--- config.mk ---
export PLATFORM = sky130hd
export DESIGN_NAME = sfc_front_end
export DESIGN_NICKNAME = d
export VERILOG_FILES = /design/src/sfc_pkg.sv /design/src/sfc_front_end.sv
export VERILOG_INCLUDE_DIRS = /design/src
export SDC_FILE = /design/constraint.sdc
export NUM_CORES = 1
export LEC_CHECK = 0
export ABC_AREA = 1
export BUFFER_PORTS_ARGS = -buffer_cell sky130_fd_sc_hd__clkbuf_2
export CORE_AREA = 10 10 237 239
export DETAILED_ROUTE_END_ITERATION = 6
export DIE_AREA = 0 0 247 249
export SYNTH_ARGS = -nofsm -noshare
export SYNTH_HDL_FRONTEND = slang
export SYNTH_SLANG_ARGS = --single-unit
export TNS_END_PERCENT = 1
--- constraint.sdc ---
create_clock -name clock -period 9.4 [get_ports clock]
set_input_delay 0.47 -clock clock [delete_from_list [all_inputs] [get_ports clock]]
set_output_delay 0.47 -clock clock [all_outputs]
set_load 0.005 [all_outputs]
--- src/sfc_consts.svh ---
// Purpose: constants of the serial flash command front end
// Assumes: included by bare name
// Notes: opcodes, status field positions, reset values, identity bytes
`ifndef SFC_CONSTS_SVH
`define SFC_CONSTS_SVH
// ********************
// opcodes
// ********************
`define SFC_OP_RST_ARM  8'h66
`define SFC_OP_RST_GO   8'h99
`define SFC_OP_QUAD_IN  8'h38
`define SFC_OP_QUAD_OUT 8'hFF
`define SFC_OP_WR_EN    8'h06
`define SFC_OP_WR_DIS   8'h04
`define SFC_OP_VOL_EN   8'h50
`define SFC_OP_ST1_RD   8'h05
`define SFC_OP_ST2_RDA  8'h09
`define SFC_OP_ST2_RDB  8'h35
`define SFC_OP_ST3_RDA  8'h95
`define SFC_OP_ST3_RDB  8'h15
`define SFC_OP_ST_WR    8'h01
`define SFC_OP_ST2_WR   8'h31
`define SFC_OP_ST3_WRA  8'hC0
`define SFC_OP_ST3_WRB  8'h11
`define SFC_OP_SLEEP    8'hB9
`define SFC_OP_WAKE_ID  8'hAB
`define SFC_OP_MID_1    8'h90
`define SFC_OP_MID_2    8'h92
`define SFC_OP_MID_4    8'h94
`define SFC_OP_JID      8'h9F
`define SFC_OP_EXT_RD   8'hC8
`define SFC_OP_EXT_WR   8'hC5
`define SFC_OP_A4_ON    8'hB7
`define SFC_OP_A4_OFF   8'hE9
`define SFC_OP_PG       8'h02
`define SFC_OP_PG4      8'h12
`define SFC_OP_QPG      8'h32
`define SFC_OP_QPG4     8'h34
`define SFC_OP_SCL      8'h20
`define SFC_OP_HCL      8'h52
`define SFC_OP_BCL      8'hD8
`define SFC_OP_SCL4     8'h21
`define SFC_OP_HCL4     8'h5C
`define SFC_OP_BCL4     8'hDC
// ********************
// fields, resets, identity
// ********************
`define SFC_S1_BUSY     0
`define SFC_S1_WEL      1
`define SFC_S1_BP_LSB   2
`define SFC_S1_TB       6
`define SFC_S2_CMP      6
`define SFC_S1_WMASK    8'hFC
`define SFC_SR_RST      8'h00
`define SFC_EXT_RST     8'h00
`define SFC_MAKER_ID    8'h5A // arbitrary value
`define SFC_DEV_ID      8'hA5 // arbitrary value
`define SFC_JID_HI      8'h3C // arbitrary value
`define SFC_JID_LO      8'hC3 // arbitrary value
`endif

--- src/sfc_pkg.sv ---
// Purpose: types of the serial flash command front end
// Assumes: nothing
// Notes: frame phases and array operation kinds
package sfc_pkg;
	typedef enum logic [1:0] {
		PH_IDLE = 2'b00,
		PH_OP   = 2'b01,
		PH_IN   = 2'b10,
		PH_OUT  = 2'b11
	} sfc_phase_e;
	typedef enum logic [2:0] {
		OP_NONE = 3'b000,
		OP_PGM  = 3'b001,
		OP_QPGM = 3'b010,
		OP_SEC  = 3'b011,
		OP_HALF = 3'b100,
		OP_BLK  = 3'b101,
		OP_SR   = 3'b110
	} sfc_op_e;
endpackage

--- src/sfc_front_end.sv ---
// Purpose: instruction front end of a serial nor flash, sampled by the system clock
// Assumes: link clock at most a quarter of the system clock; array side on clock
// Notes on behaviour
// - all opcode, address and data bits move most significant bit first.
// - after select falls, sample on every rising edge; first byte is the opcode.
// - read commands drive data out after input; host may stop after any bit.
// - write commands run only if the bit count is a multiple of eight.
// - page program ending in a partial byte does nothing, latch stays set.
// - page programs and wake-with-id need their minimum byte count.
// - page program needs address bytes plus at least one data byte.
// - erases need exactly the address length of the current mode; 21h, 5Ch and DCh always need four address bytes.
// - while the array is busy, program, erase and status writes are ignored.
// - program or erase touching a protected block is ignored.
// - 99h resets only straight after 66h; any other command disarms.
// - 38h enters quad mode, FFh leaves it, one byte in either width.
// - status reads return register 1, 2 or 3 repeatedly.
// - 01h writes one to three registers; 31h, C0h, 11h write one.
// - B9h sleeps; ABh plus three dummies wakes and repeats the id byte.
// - 90h/92h/94h after three bytes alternate maker and device codes.
// - C8h reads and C5h writes the extended address byte.
// - B7h selects four address bytes, E9h three.
// - modifying commands need the latch, status writes the latch or 50h; completion and 04h clear it.
// - complement, top/bottom and four level bits select the protected area.
// - asleep, only the wake command is obeyed.
// - after reset, three address bytes are used.
`timescale 1ns/1ps
`include "sfc_consts.svh"

// ********************
// program data buffer
// ********************
module sfc_fifo #(
	parameter int W = 8,
	parameter int D = 16
) (
	// clock and reset
	input  wire logic         clock,
	input  wire logic         rst_n,
	input  wire logic         flush,
	// filling side
	input  wire logic         in_valid,
	output logic              in_ready,
	input  wire logic [W-1:0] in_data,
	// draining side
	output logic              out_valid,
	input  wire logic         out_ready,
	output logic [W-1:0]      out_data
);
	localparam int AW = $clog2(D);
	logic [W-1:0]  mem [D];
	logic [AW-1:0] wr_q;
	logic [AW-1:0] rd_q;
	logic [AW:0]   cnt_q;
	wire           push_w = in_valid & in_ready;
	wire           pop_w = out_valid & out_ready;
	// flags and read port; depth must be a power of two
	assign in_ready = cnt_q != D[AW:0];
	assign out_valid = cnt_q != '0;
	assign out_data = mem[rd_q];
	// pointers
	always_ff @(posedge clock) begin
		if (!rst_n || flush) begin
			wr_q <= '0;
			rd_q <= '0;
			cnt_q <= '0;
		end else begin
			if (push_w) wr_q <= wr_q + 1'b1;
			if (pop_w) rd_q <= rd_q + 1'b1;
			cnt_q <= cnt_q + {{AW{1'b0}}, push_w} - {{AW{1'b0}}, pop_w};
		end
	end
	// storage
	always_ff @(posedge clock) begin
		if (push_w) mem[wr_q] <= in_data;
	end
endmodule // sfc_fifo

// ********************
// command front end
// ********************
module sfc_front_end (
	// clock and reset
	input  wire logic       clock,
	input  wire logic       rst_n,
	// serial link
	input  wire logic       spi_sclk,
	input  wire logic       spi_cs_n,
	input  wire logic [3:0] spi_io_in,
	output logic [3:0]      spi_io_out_q,
	output logic [3:0]      spi_io_oe_q,
	// array side
	input  wire logic       array_busy,
	output logic            op_pulse_q,
	output sfc_pkg::sfc_op_e op_kind_q,
	output logic [31:0]     op_addr_q,
	output logic            soft_reset_q,
	// program data
	output logic            pgm_valid,
	input  wire logic       pgm_ready,
	output logic [7:0]      pgm_data,
	output logic            pgm_buf_ready_q,
	// state
	output logic [7:0]      status1_q,
	output logic [7:0]      status2_q,
	output logic [7:0]      status3_q,
	output logic [7:0]      ext_addr_q,
	output logic            write_enable_latch_q,
	output logic            deep_pd_q,
	output logic            quad_mode_q,
	output logic            addr4_q
);
	sfc_pkg::sfc_phase_e ph_q;
	logic [2:0] sclk_s;
	logic [2:0] cs_s;
	logic [3:0] io_s0;
	logic [3:0] io_s1;
	logic [7:0] op_q;
	logic [7:0] out_q;
	logic [31:0] arg_q;
	logic [5:0] nby_q;
	logic [2:0] bcnt_q;
	logic [2:0] obit_q;
	logic [1:0] oidx_q;
	logic       id_st_q;
	logic       arm_q;
	logic       vol_q;
	logic       flush_q;
	logic [7:0] sh_q;
	wire        fifo_in_ready_w;

	function automatic logic [5:0] rd_len(input logic [7:0] op);
		case (op)
			`SFC_OP_ST1_RD, `SFC_OP_ST2_RDA, `SFC_OP_ST2_RDB, `SFC_OP_ST3_RDA,
			`SFC_OP_ST3_RDB, `SFC_OP_EXT_RD, `SFC_OP_JID: rd_len = 6'h01;
			`SFC_OP_WAKE_ID, `SFC_OP_MID_1, `SFC_OP_MID_2, `SFC_OP_MID_4: rd_len = 6'h04;
			default: rd_len = 6'h00;
		endcase
	endfunction

	function automatic logic [7:0] rd_byte(input logic [7:0] op, input logic [1:0] idx,
		input logic st);
		case (op)
			`SFC_OP_ST1_RD: rd_byte = {status1_q[7:2], write_enable_latch_q, array_busy};
			`SFC_OP_ST2_RDA, `SFC_OP_ST2_RDB: rd_byte = status2_q;
			`SFC_OP_ST3_RDA, `SFC_OP_ST3_RDB: rd_byte = status3_q;
			`SFC_OP_EXT_RD: rd_byte = ext_addr_q;
			`SFC_OP_WAKE_ID: rd_byte = `SFC_DEV_ID;
			`SFC_OP_MID_1, `SFC_OP_MID_2, `SFC_OP_MID_4:
				rd_byte = (idx[0] ^ st) ? `SFC_DEV_ID : `SFC_MAKER_ID;
			`SFC_OP_JID: rd_byte = (idx == 2'h0) ? `SFC_MAKER_ID :
				(idx == 2'h1) ? `SFC_JID_HI : `SFC_JID_LO;
			default: rd_byte = 8'h00;
		endcase
	endfunction

	// protected area from complement, top/bottom and level bits
	function automatic logic prot_f(input logic cmp, input logic tb, input logic [3:0] bp,
		input logic [8:0] blk);
		logic [9:0] sz;
		logic       p;
		sz = 10'h001 << (bp - 4'h1);
		if (bp == 4'h0) p = 1'b0;
		else if (bp >= 4'hA) p = 1'b1;
		else if (tb) p = {1'b0, blk} < sz;
		else p = {1'b0, blk} >= (10'h200 - sz);
		prot_f = cmp ? ~p : p;
	endfunction

	// serial input shift by one line or by four lines
	function automatic logic [7:0] out_sh_in(input logic q);
		out_sh_in = q ? {sh_q[3:0], io_s1} : {sh_q[6:0], io_s1[0]};
	endfunction

	// edges of the synchronised link
	wire rise_w = sclk_s[1] & ~sclk_s[2] & ~cs_s[1];
	wire fall_w = ~sclk_s[1] & sclk_s[2] & ~cs_s[1];
	wire cs_rise_w = cs_s[1] & ~cs_s[2];
	// input shifting; quad page data and quad mode take nibbles
	wire is_qpg_w = (op_q == `SFC_OP_QPG) | (op_q == `SFC_OP_QPG4);
	wire is_pg_w = (op_q == `SFC_OP_PG) | (op_q == `SFC_OP_PG4) | is_qpg_w;
	wire is_er_w = (op_q == `SFC_OP_SCL) | (op_q == `SFC_OP_HCL) | (op_q == `SFC_OP_BCL) |
		(op_q == `SFC_OP_SCL4) | (op_q == `SFC_OP_HCL4) | (op_q == `SFC_OP_BCL4);
	wire op4_w = (op_q == `SFC_OP_PG4) | (op_q == `SFC_OP_QPG4) | (op_q == `SFC_OP_SCL4) |
		(op_q == `SFC_OP_HCL4) | (op_q == `SFC_OP_BCL4);
	wire use4_w = addr4_q | op4_w;
	wire [5:0] alen_w = use4_w ? 6'h05 : 6'h04;
	wire [5:0] lim_w = (is_pg_w | is_er_w) ? alen_w : 6'h05;
	wire quad_in_w = quad_mode_q | (ph_q == sfc_pkg::PH_IN && is_qpg_w && nby_q >= alen_w);
	wire [7:0] nsh_w = quad_in_w ? {out_sh_in(1'b1)} : {out_sh_in(1'b0)};
	wire [3:0] bsum_w = {1'b0, bcnt_q} + (quad_in_w ? 4'h4 : 4'h1);
	wire [7:0] cur_op_w = (ph_q == sfc_pkg::PH_OP) ? nsh_w : op_q;
	wire rd_go_w = bsum_w[3] && rd_len(cur_op_w) != 6'h00 &&
		(nby_q + 6'h01 == rd_len(cur_op_w)) &&
		(!deep_pd_q || cur_op_w == `SFC_OP_WAKE_ID);
	wire push_w = rise_w && bsum_w[3] && ph_q == sfc_pkg::PH_IN && is_pg_w &&
		nby_q >= alen_w && !deep_pd_q;

	// output width and placement
	wire [3:0] ow_w = (quad_mode_q || op_q == `SFC_OP_MID_4) ? 4'h4 :
		(op_q == `SFC_OP_MID_2) ? 4'h2 : 4'h1;
	wire [3:0] osum_w = {1'b0, obit_q} + ow_w;
	wire [7:0] oshl_w = (ow_w == 4'h4) ? {out_q[3:0], 4'h0} :
		(ow_w == 4'h2) ? {out_q[5:0], 2'b00} : {out_q[6:0], 1'b0};
	wire [3:0] place_w = (ow_w == 4'h4) ? out_q[7:4] :
		(ow_w == 4'h2) ? {2'b00, out_q[7:6]} : {2'b00, out_q[7], 1'b0};
	wire [3:0] oe_w = (ow_w == 4'h4) ? 4'hF : (ow_w == 4'h2) ? 4'h3 : 4'h2;
	wire [1:0] nidx_w = (op_q == `SFC_OP_JID && oidx_q == 2'h2) ? 2'h0 : oidx_q + 2'h1;

	// end-of-frame checks
	wire fin_w = cs_rise_w && nby_q != 6'h00;
	wire al_w = bcnt_q == 3'h0;
	wire one_w = fin_w && al_w && nby_q == 6'h01 && !deep_pd_q;
	wire [8:0] blk_w = use4_w ? arg_q[24:16] : {ext_addr_q[0], arg_q[23:16]};
	wire prot_w = prot_f(status2_q[`SFC_S2_CMP], status1_q[`SFC_S1_TB],
		status1_q[`SFC_S1_BP_LSB+3:`SFC_S1_BP_LSB], blk_w);
	wire wok_w = fin_w && al_w && write_enable_latch_q && !array_busy && !deep_pd_q;
	wire pg_ok_w = is_pg_w && wok_w && nby_q > alen_w && !prot_w;
	wire er_ok_w = is_er_w && wok_w && nby_q == alen_w && !prot_w;
	wire sw1_w = op_q == `SFC_OP_ST_WR;
	wire sw3_w = (op_q == `SFC_OP_ST3_WRA) || (op_q == `SFC_OP_ST3_WRB);
	wire sw_ok_w = fin_w && al_w && !array_busy && !deep_pd_q &&
		(write_enable_latch_q || vol_q) && ((sw1_w && nby_q >= 6'h02 && nby_q <= 6'h04) ||
		((op_q == `SFC_OP_ST2_WR || sw3_w) && nby_q == 6'h02));
	wire go_w = pg_ok_w || er_ok_w || sw_ok_w;
	sfc_pkg::sfc_op_e kind_w;
	assign kind_w = sw_ok_w ? sfc_pkg::OP_SR : pg_ok_w ? (is_qpg_w ? sfc_pkg::OP_QPGM :
		sfc_pkg::OP_PGM) : (op_q == `SFC_OP_SCL || op_q == `SFC_OP_SCL4) ? sfc_pkg::OP_SEC :
		(op_q == `SFC_OP_HCL || op_q == `SFC_OP_HCL4) ? sfc_pkg::OP_HALF : sfc_pkg::OP_BLK;

	// two-flop synchronisers for the link
	always_ff @(posedge clock) begin
		if (!rst_n) begin
			sclk_s <= 3'h0;
			cs_s <= 3'h7;
			io_s0 <= 4'h0;
			io_s1 <= 4'h0;
		end else begin
			sclk_s <= {sclk_s[1:0], spi_sclk};
			cs_s <= {cs_s[1:0], spi_cs_n};
			io_s0 <= spi_io_in;
			io_s1 <= io_s0;
		end
	end

	// framing: opcode, arguments and data-out shifting
	always_ff @(posedge clock) begin
		if (!rst_n || cs_s[1]) begin
			ph_q <= sfc_pkg::PH_IDLE;
			{sh_q, bcnt_q, nby_q, obit_q, oidx_q, id_st_q} <= '0;
			spi_io_oe_q <= 4'h0;
			spi_io_out_q <= 4'h0;
			if (!rst_n) {op_q, arg_q, out_q} <= '0;
		end else if (ph_q == sfc_pkg::PH_IDLE) begin
			ph_q <= sfc_pkg::PH_OP;
		end else if (ph_q == sfc_pkg::PH_OUT) begin
			if (fall_w) begin
				spi_io_out_q <= place_w;
				spi_io_oe_q <= oe_w;
				out_q <= osum_w[3] ? rd_byte(op_q, nidx_w, id_st_q) : oshl_w;
				obit_q <= osum_w[2:0];
				if (osum_w[3]) oidx_q <= nidx_w;
			end
		end else if (rise_w) begin
			sh_q <= nsh_w;
			bcnt_q <= bsum_w[2:0];
			if (bsum_w[3]) begin
				if (nby_q != 6'h3F) nby_q <= nby_q + 6'h01;
				if (ph_q == sfc_pkg::PH_OP) begin
					op_q <= nsh_w;
					ph_q <= sfc_pkg::PH_IN;
				end else if (nby_q < lim_w) begin
					arg_q <= {arg_q[23:0], nsh_w};
				end
				if (rd_go_w) begin
					ph_q <= sfc_pkg::PH_OUT;
					out_q <= rd_byte(cur_op_w, 2'h0, nsh_w == 8'h01);
					id_st_q <= nsh_w == 8'h01;
				end
			end
		end
	end

	// command execution at the end of the frame
	always_ff @(posedge clock) begin
		op_pulse_q <= 1'b0;
		soft_reset_q <= 1'b0;
		flush_q <= 1'b0;
		pgm_buf_ready_q <= fifo_in_ready_w;
		if (!rst_n || soft_reset_q) begin
			{write_enable_latch_q, quad_mode_q, addr4_q, arm_q, vol_q} <= '0;
			ext_addr_q <= `SFC_EXT_RST;
			op_kind_q <= sfc_pkg::OP_NONE;
			if (!rst_n) begin
				{deep_pd_q, op_addr_q, pgm_buf_ready_q} <= '0;
				{status1_q, status2_q, status3_q} <= {3{`SFC_SR_RST}};
			end
		end else if (fin_w) begin
			arm_q <= one_w && op_q == `SFC_OP_RST_ARM;
			vol_q <= one_w && op_q == `SFC_OP_VOL_EN;
			soft_reset_q <= one_w && op_q == `SFC_OP_RST_GO && arm_q;
			flush_q <= is_pg_w && !pg_ok_w;
			if (go_w) begin
				op_pulse_q <= 1'b1;
				op_kind_q <= kind_w;
				op_addr_q <= {use4_w ? arg_q[31:24] : ext_addr_q, arg_q[23:0]};
				write_enable_latch_q <= 1'b0;
			end
			if (sw_ok_w && sw1_w) begin
				case (nby_q)
					6'h02: status1_q <= arg_q[7:0] & `SFC_S1_WMASK;
					6'h03: {status1_q, status2_q} <= {arg_q[15:8] & `SFC_S1_WMASK, arg_q[7:0]};
					default: {status1_q, status2_q, status3_q} <=
						{arg_q[23:16] & `SFC_S1_WMASK, arg_q[15:0]};
				endcase
			end else if (sw_ok_w) begin
				if (sw3_w) status3_q <= arg_q[7:0];
				else status2_q <= arg_q[7:0];
			end
			if (fin_w && al_w && op_q == `SFC_OP_WAKE_ID && nby_q >= 6'h04)
				deep_pd_q <= 1'b0;
			if (one_w) begin
				case (op_q)
					`SFC_OP_WR_EN: write_enable_latch_q <= 1'b1;
					`SFC_OP_WR_DIS: write_enable_latch_q <= 1'b0;
					`SFC_OP_SLEEP: deep_pd_q <= 1'b1;
					`SFC_OP_A4_ON: addr4_q <= 1'b1;
					`SFC_OP_A4_OFF: addr4_q <= 1'b0;
					`SFC_OP_QUAD_IN: quad_mode_q <= 1'b1;
					`SFC_OP_QUAD_OUT: quad_mode_q <= 1'b0;
					default: ; // unknown opcode: nothing
				endcase
			end
			if (fin_w && al_w && !deep_pd_q && op_q == `SFC_OP_EXT_WR && nby_q == 6'h02)
				ext_addr_q <= arg_q[7:0];
		end
	end

	sfc_fifo #(.W(8), .D(16)) u_fifo (
		.clock(clock), .rst_n(rst_n), .flush(flush_q),
		.in_valid(push_w), .in_ready(fifo_in_ready_w), .in_data(nsh_w),
		.out_valid(pgm_valid), .out_ready(pgm_ready), .out_data(pgm_data)
	);
endmodule // sfc_front_end

==> results of run 1 <==
routing by layer:
metal / up-vias / routed length, µm
li1: 5734 / -
met4: 0 / 1185
met3: 75 / 2193
met2: 340 / 20470
met5: - / 0
met1: 5650 / 19140
final cells by class:
cell class	count	area (µm²)
fill	5157	33470
sequential	313	8582
multi-input combinational	1013	5612
inverter	250	938.4
clock buffer	41	929.6
tap	680	850.8
timing repair buffer	107	558.0
clock inverter	24	259.0
cell families (layout without fill, tap and decap cells):
kind of cell | Yosys count | count (layout) | share of synthesized area [%]
compound gates | 354 | 354 | 13.15
xor+xnor | 11 | 11 | 0.6289
fa+ha+maj | 46 | 46 | 3.855
buf+inv | 301 | 422 | 7.587
flops | 313 | 313 | 55.99
mux | 33 | 33 | 2.156
other cells | 1 | 2 | 0.02448
simple gates | 567 | 567 | 16.60
power by group through the flow:
stage               clock network, µW  registers (µW)  logic [µW]
floorplan                           0            1570         309
global placement                    0            1600         411
detailed placement                  0            1600         424
CTS                              1440            1570         427
global route                     1500            1570         474
finish                           1420            1570         422
sequential cells by signal (all words and copies together), names as in the netlist, 5 cells and up, named ones only:
signal        count
u_fifo.mem      128
sh_q              7
arg_q            32
ext_addr_q        8
out_q             8
status1_q         6
status2_q         8
status3_q         8
u_fifo.cnt_q      5
op_addr_q        32
nby_q             6
op_q              8
worst max path at each step:
stage / slack (ns) / from / to
CTS: 4.34 / op_q[1]$_SDFFCE_PP0P_ / arg_q[5]$_SDFFCE_PP0P_
detailed placement: 4.38 / op_q[1]$_SDFFCE_PP0P_ / arg_q[20]$_SDFFCE_PP0P_
finish: 4.30 / op_q[1]$_SDFFCE_PP0P_ / u_fifo.cnt_q[4]$_SDFF_PP0_
global placement: 4.46 / op_q[1]$_SDFFCE_PP0P_ / arg_q[17]$_SDFFCE_PP0P_
global route: 3.89 / op_q[1]$_SDFFCE_PP0P_ / u_fifo.cnt_q[4]$_SDFF_PP0_
floorplan: 3.14 / op_q[1]$_SDFFCE_PP0P_ / arg_q[0]$_SDFFCE_PP0P_
cells in the final DEF (no fill, tap or decap), types with 13 or more instances in the layout:
cell type	count
nand2_2	19
mux2i_1	33
o21ai_1	13
edfxtp_1	231
o211ai_1	42
inv_1	240
nand2_1	231
nand3_1	59
nor2_1	184
clkbuf_2	98
ha_1	44
clkbuf_16	36
o21ai_0	128
a21oi_1	118
dfxtp_1	81
nand4_1	16
nor3_1	14
through the flow:
step,setup slack (ns),hold WS (ns)
2_1_floorplan,3.140,0.3905
3_3_place_gp,4.461,0.3971
3_5_place_dp,4.380,0.4038
4_1_cts,4.336,0.09915
5_1_grt,3.888,0.1076
6_report,4.299,0.1170
worst register-to-register path, stage by stage (launching register included):
cell	delay [ns]
edfxtp_1	0.47
inv_2	0.09
nand2_1	0.13
nor3_1	0.23
and3_1	0.24
a21oi_1	0.05
nand2_1	0.18
ha_1	0.27
nand3_1	0.12
nand3_2	0.15
nand3_4	0.23
nand2_4	0.17
ha_1	0.37
nand3_1	0.08
nand2_1	0.08
inv_1	0.07
nor3_1	0.31
nand4_1	0.32
inv_1	0.28
ha_1	0.22
inv_1	0.06
fa_1	0.41
nor2_1	0.13
o21bai_1	0.08
and3_1	0.15
nor3_1	0.11
==> results.toml, run 1 <==
[run_status]
status = "finished clean"

[clock_network]
htree_levels = 2
cts_made_buffers = 36
hold_buffers = 0
clkTransAtPathRegs_ns = 0.06
cts_tree = "built"
cts_root_buf = "clkbuf_16"
clock_sinks = 313
clock_latency_ns = 0.56
clk_path_buf_depth = 3
post-cts-setup-buffers = 0
post_cts_resized = 0

[grt]
met3_usage_pct = 2.303
grt_use_total_pct = 13.55
antenna_found_initial = 0
overflow = 0
use_met2_pct = 22.29
grt_start_max_net_pins = 59
met1_usage_pct = 17.63
busiest_layer = "met2"
grt_pass1_vias = 11272
grt_pass1_wl_mm = 65.85

[critical_path]
worstReg2RegStart = "op_q[1]$_SDFFCE_PP0P_"
crit_path_max_incr_delay_ns = 0.47
cp.depth = 25
path_buf_inv = 4
worst_r2r_path_depth = 25
start_kind = "register"
crit_type = "reg2reg"
critPathArrivalTime_ns = 5.57
critPathSlowestCell = "edfxtp_1"
crit_path_max_fanout = 14
cpLargestDelayFamily = "simple AND/OR/NAND/NOR gates"
endpoint_kind = "register"
rrSetupSlack_ns = 4.30
required_ns = 9.87
r2r_end = "u_fifo.cnt_q[4]$_SDFF_PP0_"

[final_layout]
nets = 1777
finish.utilization_pct = 34.63
finalNonFillerCells = 2428
drive_above_1_share_pct = 12.87
postLayoutCellArea_um2 = 17730
area_delta_synth_final_pct = 15.73
antenna_cells = 0

[sta]
slew_violations = 0
tightest_slew_ns = 1.128
finalClockSkew_ns = 0.02676
setup_tns_ns = 0
finalSetupViolations = 0
fmaxAchievable_mhz = 196.1
maxSlewHeadroom_pct = 24.67
rsz0062_at_grt = "false"
timing.final.crit_share_pct = 54.26
period_minus_slack_ns = 5.101
finalHoldViolCount = 0

[logic_synthesis]
async_reset_ff_share_pct = 0
yosysTopAreaCell = "edfxtp_1"
syn-instance-count = 1626
synthDistinctLibCells = 56
seq_area_frac_synth_pct = 55.99
synth_area_um2 = 15320
yosysWarningCount = 0
netlist.area_leader.share_pct = 45.28
netlist_top_cells_area = "edfxtp_1 (45%), dfxtp_1 (11%), inv_1 (5.9%)"
synth.most_common_cell = "inv_1"
synth_edf_count = 231
synth_common_cells = "inv_1 (241), edfxtp_1 (231), nand2_1 (231), nor2_1 (184), o21ai_0 (129)"
syn_area_per_cell_um2 = 9.422
ys.flop_type = "edfxtp_1"
ys_seq_elements = 313

[die]
fp-row-count = 83
initial_core_util_pct = 29.92
die_h_um = 249
die_x_um = 247
io_pins = 101
core-area_um2 = 51200
die-area_um2 = 61500

[power]
clkPwrFrac_pct = 41.6
total_power_uw = 3411
seq_power_share_pct = 46.0
leakagePower_uw = 0.007249
peakVddDrop_mv = 0.09044
powerDensity_nw_per_um2 = 192.4
p_int_uw = 2506
comb_power_share_pct = 12.4
switching_share_pct = 26.51
switchingPower_uw = 904.3

[place]
dpl_cell_area_um2 = 16540
dp_hpwl_mm = 31.95
gp_congestion = 0.9175
io_buffers = 98
placed_cells = 2363

[route]
postRouteAntennaNets = 0
remaining_drc_errors = 0
first_pass_iters = 6
via_per_inst = 4.860
wirelength_mm = 42.98
drt-wirelength-per-cell_um = 17.70
drtIter0Drc = 1053
num_vias = 11799

[min_path]
hold_end = "io_s0[2]$_SDFF_PN0_"
hold_depth = 3
worstHoldPathType = "in2reg"
hold_start = "spi_io_in[2]"

[job]
drv_cap = 0
Power figures use the tool's default switching activity.
==> run 2: changes to the inputs <==
--- a/config.mk
+++ b/config.mk
@@ -6,11 +6,11 @@
 export SDC_FILE = /design/constraint.sdc
 export NUM_CORES = 1
 export LEC_CHECK = 0
-export ABC_AREA = 1
+export ABC_AREA = 0
 export BUFFER_PORTS_ARGS = -buffer_cell sky130_fd_sc_hd__clkbuf_2
-export CORE_AREA = 10 10 237 239
+export CORE_AREA = 10 10 235 237
 export DETAILED_ROUTE_END_ITERATION = 6
-export DIE_AREA = 0 0 247 249
+export DIE_AREA = 0 0 245 247
 export SYNTH_ARGS = -nofsm -noshare
 export SYNTH_HDL_FRONTEND = slang
 export SYNTH_SLANG_ARGS = --single-unit
==> constraint.sdc (replaced) <==
create_clock -name clock -period 4.9 [get_ports clock]
set_input_delay 0.245 -clock clock [delete_from_list [all_inputs] [get_ports clock]]
set_output_delay 0.245 -clock clock [all_outputs]
set_load 0.005 [all_outputs]
==> results.toml, run 2 <==
[critical_path]
critPathArrivalTime_ns = 4.80
required_ns = 5.13
start_kind = "register"
worstReg2RegStart = "op_q[4]$_SDFFCE_PP0P_"
r2r_end = "out_q[5]$_SDFFCE_PP0P_"
rrSetupSlack_ns = 0.33
endpoint_kind = "register"
crit_path_max_fanout = 8
crit_type = "reg2reg"
startpoint = "op_q[4]$_SDFFCE_PP0P_"
worst_r2r_path_depth = 18

[job]
drv_cap = 0

[logic_synthesis]
netlist_top_cells_area = "edfxtp_1 (46%), dfxtp_1 (11%), mux4_2 (6.0%)"
ys.flop_type = "edfxtp_1"
seq_area_frac_synth_pct = 57.01
ys_seq_elements = 313
yosysWarningCount = 0
synth_common_cells = "edfxtp_1 (231), nor2_1 (134), nand2_1 (104), dfxtp_1 (82), and2_1 (65)"
syn_area_per_cell_um2 = 12.20
yosysTopAreaCell = "edfxtp_1"
synth_edf_count = 231
syn-instance-count = 1233
netlist.area_leader.share_pct = 46.10
synthDistinctLibCells = 90
synth.most_common_cell = "edfxtp_1"
synth_area_um2 = 15050
async_reset_ff_share_pct = 0

[die]
die_h_um = 247
initial_core_util_pct = 29.69
die-area_um2 = 60520
fp-row-count = 83
die_x_um = 245
io_pins = 101
core-area_um2 = 50680

[final_layout]
multi_input_area_um2 = 6148
layout_common_cells = "edfxtp_1 (231), nor2_1 (133), nand2_1 (104)"
regMostFlops = "u_fifo.mem"
area_delta_synth_final_pct = 19.35
finish.utilization_pct = 35.44
seqCellArea_um2 = 8579
postLayoutCellArea_um2 = 17960
drive_above_1_share_pct = 22.01
nets = 1434
finalNonFillerCells = 2084
antenna_cells = 0
largest_reg_flops = 128
final_common_cell = "edfxtp_1"
reg_top3 = "u_fifo.mem (128), arg_q (32), op_addr_q (32)"
fillCellCount = 5042

[route]
postRouteAntennaNets = 0
num_vias = 10584
drt-wirelength-per-cell_um = 20.30
drtIter0Drc = 982
via_per_inst = 5.079
remaining_drc_errors = 6
first_pass_iters = 7
wirelength_mm = 42.30

[grt]
grt_use_total_pct = 13.82
antenna_found_initial = 0
overflow = 0
grt_pass1_vias = 10713
grt_pass1_wl_mm = 65.42
grt_start_max_net_pins = 47

[sta]
finalClockSkew_ns = 0.02175
tightest_slew_ns = 0.9528
maxSlewHeadroom_pct = 36.25
timing.final.crit_share_pct = 93.29
rsz0062_at_grt = "false"
setup_tns_ns = 0
finalHoldViolCount = 0
finalSetupViolations = 0
fmaxAchievable_mhz = 218.8
slew_violations = 0
period_minus_slack_ns = 4.571

[power]
leakagePower_uw = 0.006345
clkPwrFrac_pct = 40.7
peakVddDrop_mv = 0.2597
total_power_uw = 6406
p_int_uw = 4827
powerDensity_nw_per_um2 = 356.7
switching_share_pct = 24.66
comb_power_share_pct = 12.5
switchingPower_uw = 1580
seq_power_share_pct = 46.8

[min_path]
worstHoldPathType = "in2reg"
hold_start = "rst_n"
hold_end = "cs_s[0]$_SDFF_PN1_"
hold_depth = 3

[place]
io_buffers = 98
gp_congestion = 0.9159
dpl_cell_area_um2 = 16730
placed_cells = 2014
dp_hpwl_mm = 30.77

[run_status]
status = "complete, but fails checks"
violations = "design-rule violations"

[clock_network]
cts_made_buffers = 34
clock_latency_ns = 0.53
cts_tree = "built"
clock_sinks = 313
clkTransAtPathRegs_ns = 0.06
clk_path_buf_depth = 3
cts_root_buf = "clkbuf_16"
htree_levels = 2
## run 2: changes by cell type in the layout (fill, tap and decap cells not counted), sizes merged, moves of 61 or more
cell / previous run / this run
inv: 252 / 44
nand2: 254 / 106
o21ai: 142 / 26
a21oi: 119 / 44
and2: 0 / 66
nor2: 196 / 135
## run 2: cell families (layout without fill, tap and decap cells)
| logic type | Yosys count | count (layout) | share of synthesized area, % |
|---|---|---|---|
| other | 1 | 2 | 0.02492 |
| flip-flops | 313 | 313 | 57.01 |
| adder cells (fa/ha/maj) | 46 | 46 | 3.925 |
| multiplexers | 90 | 90 | 9.346 |
| AND/OR/NAND/NOR | 466 | 466 | 16.06 |
| AO/OA/AOI/OAI | 192 | 192 | 9.579 |
| XOR/XNOR | 20 | 20 | 1.164 |
| buffers and inverters | 105 | 275 | 2.894 |
## run 2: timing repair
item	in CTS	in global routing
buffers inserted	0	2
hold buffers	6	0
endpoints found under the setup margin	0	23
gates resized for setup	0	4
endpoints found under the hold margin	6	0
## run 2: area by class of cell
class | count | area share, %
inverters | 42 | 0.8918
well taps | 680 | 4.738
clock inverters | 14 | 0.8709
multi-input cells | 816 | 34.24
flip-flops and latches | 313 | 47.77
clock buffers | 48 | 5.483
repair buffers | 171 | 6.006
## run 2: power by group through the flow
stage | combinational (µW) | clock [µW] | sequential [µW]
global placement | 802 | 0 | 3050
floorplan | 588 | 0 | 3000
CTS | 821 | 2670 | 3000
finish | 801 | 2610 | 3000
detailed placement | 816 | 0 | 3060
global route | 887 | 2790 | 3010
## run 2: critical path, stage by stage, from the launching register on
cell,delay [ns]
edfxtp_1,0.45
nor2b_4,0.20
nand2_1,0.11
nor2_1,0.11
a21oi_1,0.06
o311ai_2,0.38
ha_4,0.27
nor3b_2,0.19
o2bb2ai_2,0.09
a21o_1,0.21
buf_4,0.19
a311oi_4,0.49
and4_1,0.26
nor4b_2,0.33
o2bb2ai_1,0.16
o21a_1,0.19
nand3b_1,0.13
o211ai_1,0.24
buf_4,0.21
## run 2: how the worst max path moves through the flow
stage / endpoint / cells past startpoint
2_1_floorplan: u_fifo.cnt_q[4]$_SDFF_PP0_ / 26
3_3_place_gp: u_fifo.cnt_q[4]$_SDFF_PP0_ / 23
3_5_place_dp: u_fifo.cnt_q[4]$_SDFF_PP0_ / 23
4_1_cts: u_fifo.cnt_q[4]$_SDFF_PP0_ / 23
5_1_grt: out_q[3]$_SDFFCE_PP0P_ / 18
6_report: out_q[5]$_SDFFCE_PP0P_ / 18
## run 2: per-layer routing
layer  track usage (%)  vias to the layer above  share of wire (%)
met3             3.097                       68                7.3
met1             18.26                     5235                 44
li1                  -                     4918                  -
met5                 0                        -                  0
met4             3.872                        0                2.4
met2             22.36                      363                 46
## run 2: through the flow
| step | worst slack (ns) | hold WS, ns |
|---|---|---|
| 6_report | 0.3286 | 0.1563 |
| 5_1_grt | 0.01480 | 0.1916 |
| 4_1_cts | 0.1660 | 0.1473 |
| 3_5_place_dp | 0.1709 | 0.4168 |
| 3_3_place_gp | 0.2233 | 0.4137 |
| 2_1_floorplan | 0.005257 | 0.3465 |
